===== src/common/tcu_defs.vh =====
`ifndef TCU_DEFS_VH
`define TCU_DEFS_VH

// byte write selects for the counter and reload bytes
`define TCU_SEL_T0L 3'h0
`define TCU_SEL_T0H 3'h1
`define TCU_SEL_T1L 3'h2
`define TCU_SEL_T1H 3'h3
`define TCU_SEL_T2L 3'h4
`define TCU_SEL_T2H 3'h5
`define TCU_SEL_RLL 3'h6
`define TCU_SEL_RLH 3'h7

// timer 0/1 mode codes (mode_bit_high, mode_bit_low)
`define TCU_MODE_13 2'h0
`define TCU_MODE_16 2'h1
`define TCU_MODE_AR8 2'h2
`define TCU_MODE_SPLIT 2'h3

// timer_mode_register field positions
`define TCU_T0_MODE_LO 0
`define TCU_T0_MODE_HI 1
`define TCU_T0_CT 2
`define TCU_T0_GATE 3
`define TCU_T1_MODE_LO 4
`define TCU_T1_MODE_HI 5
`define TCU_T1_CT 6
`define TCU_T1_GATE 7

// timer_control_register bit positions owned by this unit
`define TCU_CTRL_RUN0 4
`define TCU_CTRL_OVF0 5
`define TCU_CTRL_RUN1 6
`define TCU_CTRL_OVF1 7
`define TCU_CTRL_RST 8'h00

// counting constants
`define TCU_TICK12_LAST 4'hB
`define TCU_TICK12_ZERO 4'h0
`define TCU_PRESC_LAST 5'h1F
`define TCU_PRESC_ZERO 5'h00
`define TCU_BYTE_MAX 8'hFF
`define TCU_BYTE_ZERO 8'h00
`define TCU_BYTE_ONE 8'h01
`define TCU_WORD_MAX 16'hFFFF
`define TCU_WORD_ONE 16'h0001
`define TCU_WORD_ZERO 16'h0000

// capture/direction pin level, fixed inside the device
`define TCU_DIR_PIN_TIED 1'b1
// synchroniser reset level: a pin high after reset gives no false fall
`define TCU_PIN_RST 1'b0

// synchronised pin indices
`define TCU_NUM_PINS 5
`define TCU_PIN_T0 0
`define TCU_PIN_T1 1
`define TCU_PIN_T2 2
`define TCU_PIN_IRQ0 3
`define TCU_PIN_IRQ1 4

`endif


===== src/design/tcu_pin_sync.v =====
`timescale 1ns/1ps
`include "tcu_defs.vh"

// two-flop synchroniser plus falling-edge detector for one input pin
module tcu_pin_sync (
  input wire core_clk,
  input wire srst,
  input wire pin_in,
  output wire pin_level,
  output wire pin_fall
);
  reg meta; // first stage, read only by the second stage
  reg stable; // synchronised level
  reg prev; // last synchronised level, for edge detection

  // edge is taken between stable stages, never from the metastable one
  always @(posedge core_clk) begin
    if (srst) begin
      meta <= `TCU_PIN_RST;
      stable <= `TCU_PIN_RST;
      prev <= `TCU_PIN_RST;
    end else begin
      meta <= pin_in;
      stable <= meta;
      prev <= stable;
    end
  end

  assign pin_level = stable;
  assign pin_fall = prev & ~stable;
endmodule // tcu_pin_sync


===== src/design/tcu_top.v =====
`timescale 1ns/1ps
`include "tcu_defs.vh"

// How it works
// RULE_01: mode 0: 5-bit prescaler feeds high byte
// RULE_02: mode 1: low and high cascaded 16-bit
// RULE_03: mode 2: low byte reloads from high
// RULE_04: timer 0 flag cleared on interrupt service
// RULE_05: mode 3: timer 0 low byte normal 8-bit
// RULE_06: mode 3 high byte: tick, timer 1 run/flag
// RULE_07: timer 1 modes 0-2 mirror timer 0
// RULE_08: timer 1 uses upper mode nibble, control bits
// RULE_09: gate set: interrupt pin also gates counting
// RULE_10: timer 1 mode 3 holds its count
// RULE_11: timer 2 counts tick or count pin
// RULE_12: timer 2 mode decode, baud has priority
// RULE_13: capture mode: overflow flag, edge captures count
// RULE_14: both timer 2 flags raise its interrupt
// RULE_15: timer 2 counts only with run set
// RULE_16: down-count enable resets to zero; here it is a port input with no reset
// RULE_17: up auto-reload: overflow sets flag, reloads
// RULE_18: external edge also reloads, sets external flag
// RULE_19: up/down, pin high: count up, reload
// RULE_20: pin low: down, underflow at reload, load FFFF
// RULE_21: up/down: external flag toggles, no interrupt
// RULE_22: clock-out: half clock, reload, 50% clock
// RULE_23: capture/direction pin tied high internally
// RULE_24: timer 0 uses low nibble, control bits
// RULE_25: software clears both timer 2 flags
// RULE_26: baud mode reloads without overflow flag
// RULE_27: gate pin sampled synchronously, high counts
// RULE_28: count pin advances once per falling edge
module tcu_top (
  input wire core_clk,
  input wire srst,
  input wire [7:0] timer_mode_register,
  input wire t0_run_bit,
  input wire t1_run_bit,
  input wire t2_run_bit,
  input wire t2_counter_select,
  input wire capture_reload_select,
  input wire clock_out_enable,
  input wire down_count_enable,
  input wire rx_baud_clock_select,
  input wire tx_baud_clock_select,
  input wire t2_external_enable,
  input wire wr_strobe,
  input wire [2:0] wr_sel,
  input wire [7:0] wr_data,
  input wire t0_irq_taken,
  input wire t1_irq_taken,
  input wire t0_flag_clear,
  input wire t1_flag_clear,
  input wire t2_overflow_clear,
  input wire t2_external_clear,
  input wire t0_count_pin,
  input wire t1_count_pin,
  input wire t2_count_pin,
  input wire ext_irq0_pin,
  input wire ext_irq1_pin,
  output reg [7:0] t0_low_byte,
  output reg [7:0] t0_high_byte,
  output reg [7:0] t1_low_byte,
  output reg [7:0] t1_high_byte,
  output reg [7:0] t2_low_byte,
  output reg [7:0] t2_high_byte,
  output reg [7:0] t2_reload_low,
  output reg [7:0] t2_reload_high,
  output reg t0_overflow_flag,
  output reg t1_overflow_flag,
  output reg t2_overflow_flag,
  output reg t2_external_flag,
  output reg t2_irq,
  output reg [7:0] timer_control_register,
  output reg t2_clock_out,
  output reg t1_baud_tick,
  output reg t2_baud_tick
);

  // one step of an 8-bit pair in modes 0..2; mode 3 gives the low byte only
  // result is {overflow, high, low}
  function [16:0] tcu_step;
    input [1:0] mode;
    input [7:0] lo;
    input [7:0] hi;
    reg [16:0] r;
    begin
      r = {1'b0, hi, lo};
      case (mode)
        `TCU_MODE_13: begin
          // upper three low-byte bits are left alone
          if (lo[4:0] == `TCU_PRESC_LAST) begin
            r[4:0] = `TCU_PRESC_ZERO;
            r[15:8] = hi + `TCU_BYTE_ONE;
            r[16] = (hi == `TCU_BYTE_MAX);
          end else begin
            r[4:0] = lo[4:0] + 5'h01;
          end // [RULE_01]
        end
        `TCU_MODE_16: begin
          r = {1'b0, hi, lo} + {1'b0, `TCU_WORD_ONE}; // carry out is overflow [RULE_02]
        end
        `TCU_MODE_AR8: begin
          if (lo == `TCU_BYTE_MAX) begin
            r[7:0] = hi; // reload, high byte untouched
            r[16] = 1'b1;
          end else begin
            r[7:0] = lo + `TCU_BYTE_ONE;
          end // [RULE_03]
        end
        default: begin
          r[7:0] = lo + `TCU_BYTE_ONE; // split low half wraps [RULE_05]
          r[16] = (lo == `TCU_BYTE_MAX);
        end
      endcase
      tcu_step = r;
    end
  endfunction

  // ---- pin synchronisers, one per external pin ----
  wire [`TCU_NUM_PINS-1:0] pin_raw; // raw pins
  wire [`TCU_NUM_PINS-1:0] pin_level; // synchronised levels
  wire [`TCU_NUM_PINS-1:0] pin_fall; // falling-edge pulses
  assign pin_raw = {ext_irq1_pin, ext_irq0_pin, t2_count_pin, t1_count_pin, t0_count_pin};

  genvar gi;
  generate
    for (gi = 0; gi < `TCU_NUM_PINS; gi = gi + 1) begin : g_pin
      tcu_pin_sync u_sync (
        .core_clk(core_clk),
        .srst(srst),
        .pin_in(pin_raw[gi]),
        .pin_level(pin_level[gi]),
        .pin_fall(pin_fall[gi])
      );
    end
  endgenerate

  // ---- time base: divide-by-12 tick and half-rate tick ----
  reg [3:0] div12; // cycles within the 12-cycle period
  reg half; // toggles every cycle
  wire tick12 = (div12 == `TCU_TICK12_LAST);

  always @(posedge core_clk) begin
    if (srst) begin
      div12 <= `TCU_TICK12_ZERO;
      half <= 1'b0;
    end else begin
      div12 <= tick12 ? `TCU_TICK12_ZERO : div12 + 4'h1;
      half <= ~half;
    end
  end

  // ---- timer 0/1 configuration decode ----
  wire [1:0] mode0 = {timer_mode_register[`TCU_T0_MODE_HI], timer_mode_register[`TCU_T0_MODE_LO]}; // [RULE_24]
  wire [1:0] mode1 = {timer_mode_register[`TCU_T1_MODE_HI], timer_mode_register[`TCU_T1_MODE_LO]}; // [RULE_08]
  wire split0 = (mode0 == `TCU_MODE_SPLIT);
  wire hold1 = (mode1 == `TCU_MODE_SPLIT);

  // source: divided tick or one count per synchronised falling edge
  wire src0 = timer_mode_register[`TCU_T0_CT] ? pin_fall[`TCU_PIN_T0] : tick12; // [RULE_28]
  wire src1 = timer_mode_register[`TCU_T1_CT] ? pin_fall[`TCU_PIN_T1] : tick12; // [RULE_28]
  // gate open when gating is off or the synchronised interrupt pin is high
  wire gate0 = ~timer_mode_register[`TCU_T0_GATE] | pin_level[`TCU_PIN_IRQ0]; // [RULE_09] [RULE_27]
  wire gate1 = ~timer_mode_register[`TCU_T1_GATE] | pin_level[`TCU_PIN_IRQ1]; // [RULE_09] [RULE_27]

  // while timer 0 is split its high half owns timer 1's run bit, so timer 1
  // runs free there and its overflow only feeds the baud tick
  wire run1 = split0 | t1_run_bit;
  wire inc0 = t0_run_bit & gate0 & src0; // [RULE_24] [RULE_05]
  wire inc1 = ~hold1 & run1 & gate1 & src1; // [RULE_10] [RULE_07]
  wire inc0_high = split0 & t1_run_bit & tick12; // [RULE_06]

  wire [16:0] step0 = inc0 ? tcu_step(mode0, t0_low_byte, t0_high_byte) : {1'b0, t0_high_byte, t0_low_byte};
  wire [16:0] step1 = inc1 ? tcu_step(mode1, t1_low_byte, t1_high_byte) : {1'b0, t1_high_byte, t1_low_byte}; // [RULE_07]
  wire ovf0_high = inc0_high & (t0_high_byte == `TCU_BYTE_MAX);

  wire set_flag0 = step0[16];
  wire set_flag1 = split0 ? ovf0_high : step1[16]; // [RULE_06]

  // byte write decode
  wire wr_t0l = wr_strobe & (wr_sel == `TCU_SEL_T0L);
  wire wr_t0h = wr_strobe & (wr_sel == `TCU_SEL_T0H);
  wire wr_t1l = wr_strobe & (wr_sel == `TCU_SEL_T1L);
  wire wr_t1h = wr_strobe & (wr_sel == `TCU_SEL_T1H);
  wire wr_t2l = wr_strobe & (wr_sel == `TCU_SEL_T2L);
  wire wr_t2h = wr_strobe & (wr_sel == `TCU_SEL_T2H);
  wire wr_rll = wr_strobe & (wr_sel == `TCU_SEL_RLL);
  wire wr_rlh = wr_strobe & (wr_sel == `TCU_SEL_RLH);

  // next flags: a set in the same cycle as a clear wins
  wire next_flag0 = set_flag0 | (t0_overflow_flag & ~(t0_irq_taken | t0_flag_clear)); // [RULE_04]
  wire next_flag1 = set_flag1 | (t1_overflow_flag & ~(t1_irq_taken | t1_flag_clear));

  // timers 0 and 1: software byte writes override counting in that cycle
  always @(posedge core_clk) begin
    if (srst) begin
      t0_low_byte <= `TCU_BYTE_ZERO;
      t0_high_byte <= `TCU_BYTE_ZERO;
      t1_low_byte <= `TCU_BYTE_ZERO;
      t1_high_byte <= `TCU_BYTE_ZERO;
      t0_overflow_flag <= 1'b0;
      t1_overflow_flag <= 1'b0;
      t1_baud_tick <= 1'b0;
    end else begin
      t0_low_byte <= wr_t0l ? wr_data : step0[7:0];
      if (wr_t0h) begin
        t0_high_byte <= wr_data;
      end else if (split0) begin
        t0_high_byte <= inc0_high ? t0_high_byte + `TCU_BYTE_ONE : t0_high_byte; // [RULE_06]
      end else begin
        t0_high_byte <= step0[15:8];
      end
      t1_low_byte <= wr_t1l ? wr_data : step1[7:0];
      t1_high_byte <= wr_t1h ? wr_data : step1[15:8];
      t0_overflow_flag <= next_flag0;
      t1_overflow_flag <= next_flag1;
      t1_baud_tick <= step1[16];
    end
  end

  // ---- timer 2 mode decode ----
  wire t2_baud = rx_baud_clock_select | tx_baud_clock_select; // [RULE_12]
  wire t2_cap = ~t2_baud & capture_reload_select;
  wire t2_clkout = ~t2_baud & ~capture_reload_select & clock_out_enable;
  wire t2_auto = ~t2_baud & ~capture_reload_select & ~clock_out_enable;
  // down-count enable comes straight from its input with no reset, so plain auto-reload needs it driven low
  wire t2_updown = t2_auto & down_count_enable; // [RULE_16]

  // the capture/direction pin never leaves its high level, so no falling
  // edge is seen and up/down mode always counts up
  wire dir_pin_level = `TCU_DIR_PIN_TIED; // [RULE_23]
  reg dir_pin_prev; // previous level for edge detection
  wire dir_pin_fall = dir_pin_prev & ~dir_pin_level;
  wire t2_ext = t2_external_enable & dir_pin_fall;

  // baud and clock-out modes count at half the core clock
  wire t2_src = (t2_baud | t2_clkout) ? half : (t2_counter_select ? pin_fall[`TCU_PIN_T2] : tick12); // [RULE_11]
  wire t2_inc = t2_run_bit & t2_src; // [RULE_15]
  wire count_down = t2_updown & ~dir_pin_level; // [RULE_20]
  wire [15:0] cnt2 = {t2_high_byte, t2_low_byte};
  wire [15:0] rl2 = {t2_reload_high, t2_reload_low};
  wire t2_ovf = t2_inc & ~count_down & (cnt2 == `TCU_WORD_MAX);
  wire t2_unf = t2_inc & count_down & (cnt2 == rl2);

  reg [15:0] next_cnt2; // counter after this cycle's event
  reg [15:0] next_rl2; // reload/capture after this cycle's event
  reg set_flag2; // overflow flag set request
  reg set_ext2; // external flag set request
  reg tog_ext2; // external flag toggle in up/down mode

  // timer 2 next-state by mode
  always @* begin
    next_rl2 = rl2;
    set_flag2 = 1'b0;
    set_ext2 = 1'b0;
    tog_ext2 = 1'b0;
    if (t2_inc) begin
      next_cnt2 = count_down ? cnt2 - `TCU_WORD_ONE : cnt2 + `TCU_WORD_ONE;
    end else begin
      next_cnt2 = cnt2;
    end
    if (t2_cap) begin
      set_flag2 = t2_ovf; // counter wraps to zero
      if (t2_ext) begin
        next_rl2 = cnt2; // [RULE_13]
        set_ext2 = 1'b1;
      end
    end else if (t2_updown) begin
      if (t2_ovf) begin
        next_cnt2 = rl2; // [RULE_19]
        set_flag2 = 1'b1;
        tog_ext2 = 1'b1;
      end else if (t2_unf) begin
        next_cnt2 = `TCU_WORD_MAX; // [RULE_20]
        set_flag2 = 1'b1;
        tog_ext2 = 1'b1; // [RULE_21]
      end
    end else if (t2_auto) begin
      if (t2_ovf | t2_ext) begin
        next_cnt2 = rl2; // [RULE_17] [RULE_18]
      end
      set_flag2 = t2_ovf; // [RULE_17]
      set_ext2 = t2_ext; // [RULE_18]
    end else if (t2_baud) begin
      if (t2_ovf) begin
        next_cnt2 = rl2; // no overflow flag here [RULE_26]
      end
      set_ext2 = t2_ext;
    end else begin
      if (t2_ovf) begin
        next_cnt2 = rl2; // clock-out reload, no flags [RULE_22]
      end
    end
  end

  // flags stay until software clears them, except the external flag that up/down mode toggles; a set beats a same-cycle clear
  wire next_flag2 = set_flag2 | (t2_overflow_flag & ~t2_overflow_clear); // [RULE_25]
  wire next_ext2 = tog_ext2 ? ~t2_external_flag : (set_ext2 | (t2_external_flag & ~t2_external_clear)); // [RULE_21]

  // timer 2 registers, interrupt and outputs
  always @(posedge core_clk) begin
    if (srst) begin
      t2_low_byte <= `TCU_BYTE_ZERO;
      t2_high_byte <= `TCU_BYTE_ZERO;
      t2_reload_low <= `TCU_BYTE_ZERO;
      t2_reload_high <= `TCU_BYTE_ZERO;
      t2_overflow_flag <= 1'b0;
      t2_external_flag <= 1'b0;
      t2_irq <= 1'b0;
      t2_clock_out <= 1'b0;
      t2_baud_tick <= 1'b0;
      dir_pin_prev <= `TCU_DIR_PIN_TIED;
    end else begin
      t2_low_byte <= wr_t2l ? wr_data : next_cnt2[7:0];
      t2_high_byte <= wr_t2h ? wr_data : next_cnt2[15:8];
      t2_reload_low <= wr_rll ? wr_data : next_rl2[7:0];
      t2_reload_high <= wr_rlh ? wr_data : next_rl2[15:8];
      t2_overflow_flag <= next_flag2;
      t2_external_flag <= next_ext2;
      // external flag is a 17th count bit in up/down mode, not a request
      t2_irq <= next_flag2 | (next_ext2 & ~t2_updown); // [RULE_14] [RULE_21]
      // toggle per overflow gives core / (4 x (65536 - reload)), 50% duty
      if (t2_clkout) begin
        t2_clock_out <= t2_ovf ? ~t2_clock_out : t2_clock_out; // [RULE_22]
      end else begin
        t2_clock_out <= 1'b0;
      end
      t2_baud_tick <= t2_ovf & t2_baud; // [RULE_26]
      dir_pin_prev <= dir_pin_level;
    end
  end

  // control register image: flags and run bits; external-interrupt bits
  // belong to the interrupt unit and read as zero here
  reg [7:0] next_ctrl; // image computed from next flag values
  always @* begin
    next_ctrl = `TCU_CTRL_RST;
    next_ctrl[`TCU_CTRL_RUN0] = t0_run_bit;
    next_ctrl[`TCU_CTRL_OVF0] = next_flag0;
    next_ctrl[`TCU_CTRL_RUN1] = t1_run_bit;
    next_ctrl[`TCU_CTRL_OVF1] = next_flag1; // [RULE_08]
  end

  always @(posedge core_clk) begin
    if (srst) begin
      timer_control_register <= `TCU_CTRL_RST;
    end else begin
      timer_control_register <= next_ctrl;
    end
  end
endmodule // tcu_top


===== config.mk =====
export PLATFORM = sky130hd
export DESIGN_NAME = tcu_top
export DESIGN_NICKNAME = d
export VERILOG_FILES = /design/src/design/tcu_pin_sync.v /design/src/design/tcu_top.v
export VERILOG_INCLUDE_DIRS = /design/src /design/src/common
export SDC_FILE = /design/constraint.sdc
export NUM_CORES = 1
export LEC_CHECK = 0
export ABC_AREA = 0
export BUFFER_PORTS_ARGS = -buffer_cell sky130_fd_sc_hd__buf_2
export CORE_MARGIN = 1
export CORE_UTILIZATION = 59
export DETAILED_ROUTE_END_ITERATION = 7
export PLACE_DENSITY = 0.83
export SETUP_SLACK_MARGIN = 0.05
export SLEW_MARGIN = 20
export SYNTH_ARGS = -nofsm -noshare
export SYNTH_HDL_FRONTEND = slang
export SYNTH_SLANG_ARGS = --single-unit

===== constraint.sdc =====
create_clock -name core_clk -period 4.1 [get_ports core_clk]
set_clock_uncertainty 0.1 [all_clocks]
set_input_delay 0.205 -clock core_clk [delete_from_list [all_inputs] [get_ports core_clk]]
set_output_delay 0.205 -clock core_clk [all_outputs]
set_load 0.005 [all_outputs]

==> reports/results.ini <==
[status]
status = finished with violations
violations = negative hold slack

[power_and_ir_drop]
swShare_pct = 27.9
pwr-share-clk_pct = 38.1
internal_power_mw = 1.39
power_leakage_nw = 2.60
combinationalPowerShare_pct = 12.3
p_switching_mw = 0.539
power_mw = 1.93
p_seq_share_pct = 49.6
power_density_nw_per_um2 = 304
vdd_drop_max_mv = 0.209

[clocking]
clk_pin_slew_ns = 0.11
postCtsSetupBuffers = 0
cts_tree = built
numClockSinks = 92
cts-root-buf = clkbuf_8
cts.htree.levels = 3
cts_made_buffers = 9
cts_buffer_depth = 2
clock_latency_ns = 0.37

[min_path]
hold_class = in2reg
whs_path_depth = 2
min_from = t1_run_bit
hold-path-endpoint = timer_control_register[6]

[critical_path]
regToRegEndpoint = t1_high_byte[5]
crit_type = reg2reg
end_kind = flop
cp.arrival_ns = 3.11
r2r_setup_slack_ns = 1.17
reg2regPathDepth = 9
reg2reg_from = t1_low_byte[0]
path_max_fanout = 7
cp-start-kind = flop
worstPathRequired_ns = 4.28

[layout]
area_growth_pct = 15.4
diodes = 0
fillers = 732
drive_gt1_share_pct = 20.7
postLayoutCoreUtil_pct = 71.4
design_area_um2 = 6350
stdcell_count = 902
nets = 849

[floorplan]
start_util_pct = 61.9
num_rows = 34
core_um2 = 8890
die_height_um = 98.6
die_area_um2 = 9710
fp.dieW_um = 98.6
io_pins = 123

[logic_synthesis]
synth_top_family_by_area = simple AND/OR/NAND/NOR gates
synth_cell_type_count = 79
synth_compound_area_share_pct = 22.4
synthFlopType = dfxtp_1
yosysWarnings = 0
synth_top_cell_area_share_pct = 33.5
synth_xor_area_share_pct = 3.98
muxShareOfSynthArea_pct = 2.05
yosysSeqAreaShare_pct = 33.5
yosys-top-cells-area = dfxtp_1, nor2_1, nand2_1
syn_inst = 686
syn-cell-area_um2 = 5500
synth.avg_cell_area_um2 = 8.02
yosysTopAreaCell = dfxtp_1
synth_seq_cells = 92
synth-edff-count = 0
synth-simple-area-share_pct = 28.8
synth_fa_ha_area_share_pct = 3.87
synthArstFlopShare_pct = 0

[route]
drc = 0
post_drt_via_cell_ratio = 6.26
vias = 5644
drt-initial-drc-count = 405
wl_per_cell_um = 17.8
antenna_left = 0
first_pass_iters = 5
routed_wl_mm = 16.1

[grt]
antenna_found_initial = 0
grt_pass1_vias = 5106
grt_usage_pct = 32.8
grt_overflow = 0
grt_max_degree = 58
grt_pass1_wl_mm = 25.6

[timing]
setup_ws_ns = 1.17
setup_viol = 0
hold_viol = 1
max_freq_mhz = 342
maxSlewViolCount = 0
worst_hold_slack_ns = -0.00336
post-route-period-util_pct = 71.4
relSlewSlack_pct = 31.1
period_needed_ns = 2.93
rsz0062_at_grt = false
worst_slew_pin_slew_ns = 1.03
finalSetupTns_ns = 0

[place]
dp_cells = 879
placed_area_um2 = 6040
dpl.hpwl_mm = 11.8
portBuffers = 117
place_ws_ns = 1.30
routabilityCongestion = 0.975

[flow_run]
drv_cap = 0

-- registers in the layout, summed over array words and instances, names as in the netlist, 3 cells and up --
| name | count |
|---|---|
| timer_control_register | 3 |
| g_pin.u_sync.meta | 5 |
| div12 | 4 |
| t2_reload_high | 8 |
| t2_reload_low | 8 |
| t0_high_byte | 8 |
| g_pin.u_sync.prev | 3 |
| t2_high_byte | 8 |
| t1_high_byte | 8 |
| t2_low_byte | 8 |
| t1_low_byte | 8 |
| t0_low_byte | 8 |
| g_pin.u_sync.pin_level | 5 |
-- layer usage --
metal	vias up	share of wire (%)	global-route usage (%)
li1	2688	-	-
met1	2622	43	43.4
met2	291	47	55.7
met3	43	7.5	4.11
met4	0	2.4	11.0
met5	-	0	0
-- cell usage in the layout, fill, tap and decap left out, types with 4 or more instances in the layout --
master | netlist | routed
a211oi_1 | 16 | 16
a21oi_1 | 40 | 40
a221oi_1 | 6 | 6
a311oi_1 | 5 | 5
a31oi_1 | 7 | 7
and3_1 | 12 | 12
buf_2 | 5 | 117
clkbuf_8 | 3 | 10
conb_1 | 1 | 4
dfxtp_1 | 92 | 92
dlygate4sd3_1 | 0 | 7
ha_1 | 17 | 17
inv_1 | 20 | 20
mux2i_1 | 9 | 9
nand2_1 | 72 | 72
nand2b_1 | 18 | 18
nand3_1 | 25 | 25
nand4_1 | 14 | 14
nor2_1 | 73 | 73
nor2b_1 | 27 | 27
nor3_1 | 14 | 14
nor4_1 | 9 | 9
o211ai_1 | 4 | 4
o21ai_0 | 33 | 33
o22ai_1 | 18 | 18
o31ai_1 | 4 | 4
o32ai_1 | 7 | 7
or3_1 | 5 | 5
xnor2_1 | 15 | 15
xor2_1 | 10 | 10
-- what timing repair did --
action / in CTS / in global routing
endpoints found under the setup margin: 0 / 0
gates resized for setup: 0 / 0
hold buffers: 7 / 0
hold endpoints to repair: 7 / 0
-- worst max path at each step --
stage	start	to	slack, ns	cells after the start
4_1_cts	t1_low_byte[0]	t1_high_byte[5]	1.23	9
6_report	t1_low_byte[0]	t1_high_byte[5]	1.17	9
3_5_place_dp	t1_low_byte[0]	t1_high_byte[5]	1.30	9
3_3_place_gp	t1_low_byte[0]	t1_high_byte[5]	1.40	9
2_1_floorplan	t1_low_byte[0]	t1_high_byte[5]	1.69	9
5_1_grt	t1_low_byte[0]	t1_high_byte[5]	0.98	9
-- power groups by stage --
stage	clock network, mW	logic, mW	registers, mW
6_report	0.735	0.237	0.958
2_1_floorplan	0	0.145	0.970
3_5_place_dp	0	0.227	0.977
4_1_cts	0.732	0.234	0.957
3_3_place_gp	0	0.222	0.976
5_1_grt	0.763	0.260	0.962
-- cells in the mapped netlist (all sizes together) (8+ instances only) --
master  number
a211oi      19
a21oi       41
and3        14
buf         18
clkbuf      19
dfxtp       92
ha          17
inv         20
mux2i        9
nand2       72
nand2b      18
nand3       26
nand4       16
nor2        73
nor2b       27
nor3        14
nor4        10
o21ai       36
o22ai       18
o32ai        8
or2          9
xnor2       15
xor2        10
-- area by class of cell --
cell class              count  area, um2  share of cell area [%]
multi-input cells         540       3370                    53.1
flip-flops and latches     92       1840                    29.0
repair buffers            126        683                    10.8
clock buffers              10        138                    2.17
well taps                 108        135                    2.13
clock inverters             6        103                    1.62
inverters                  20       75.1                    1.18
-- cells by family (layout without fill, tap and decap cells) --
group	after synthesis	count (layout)
other cells	1	4
simple gates	305	305
buf+inv	57	162
mux	11	11
flops	92	92
xor+xnor	25	25
compound gates	178	178
fa+ha+maj	17	17
-- worst max-delay path, stage by stage, from the launching register on --
cell and delay, ns:
dfxtp_1 0.46, ha_1 0.30, and3_1 0.19, ha_1 0.25
mux2i_1 0.16, a2111oi_4 0.55, and3_1 0.31, nand3_1 0.11
xor2_1 0.18, a211oi_1 0.23
Note: power is estimated with default switching activity, not from simulation.
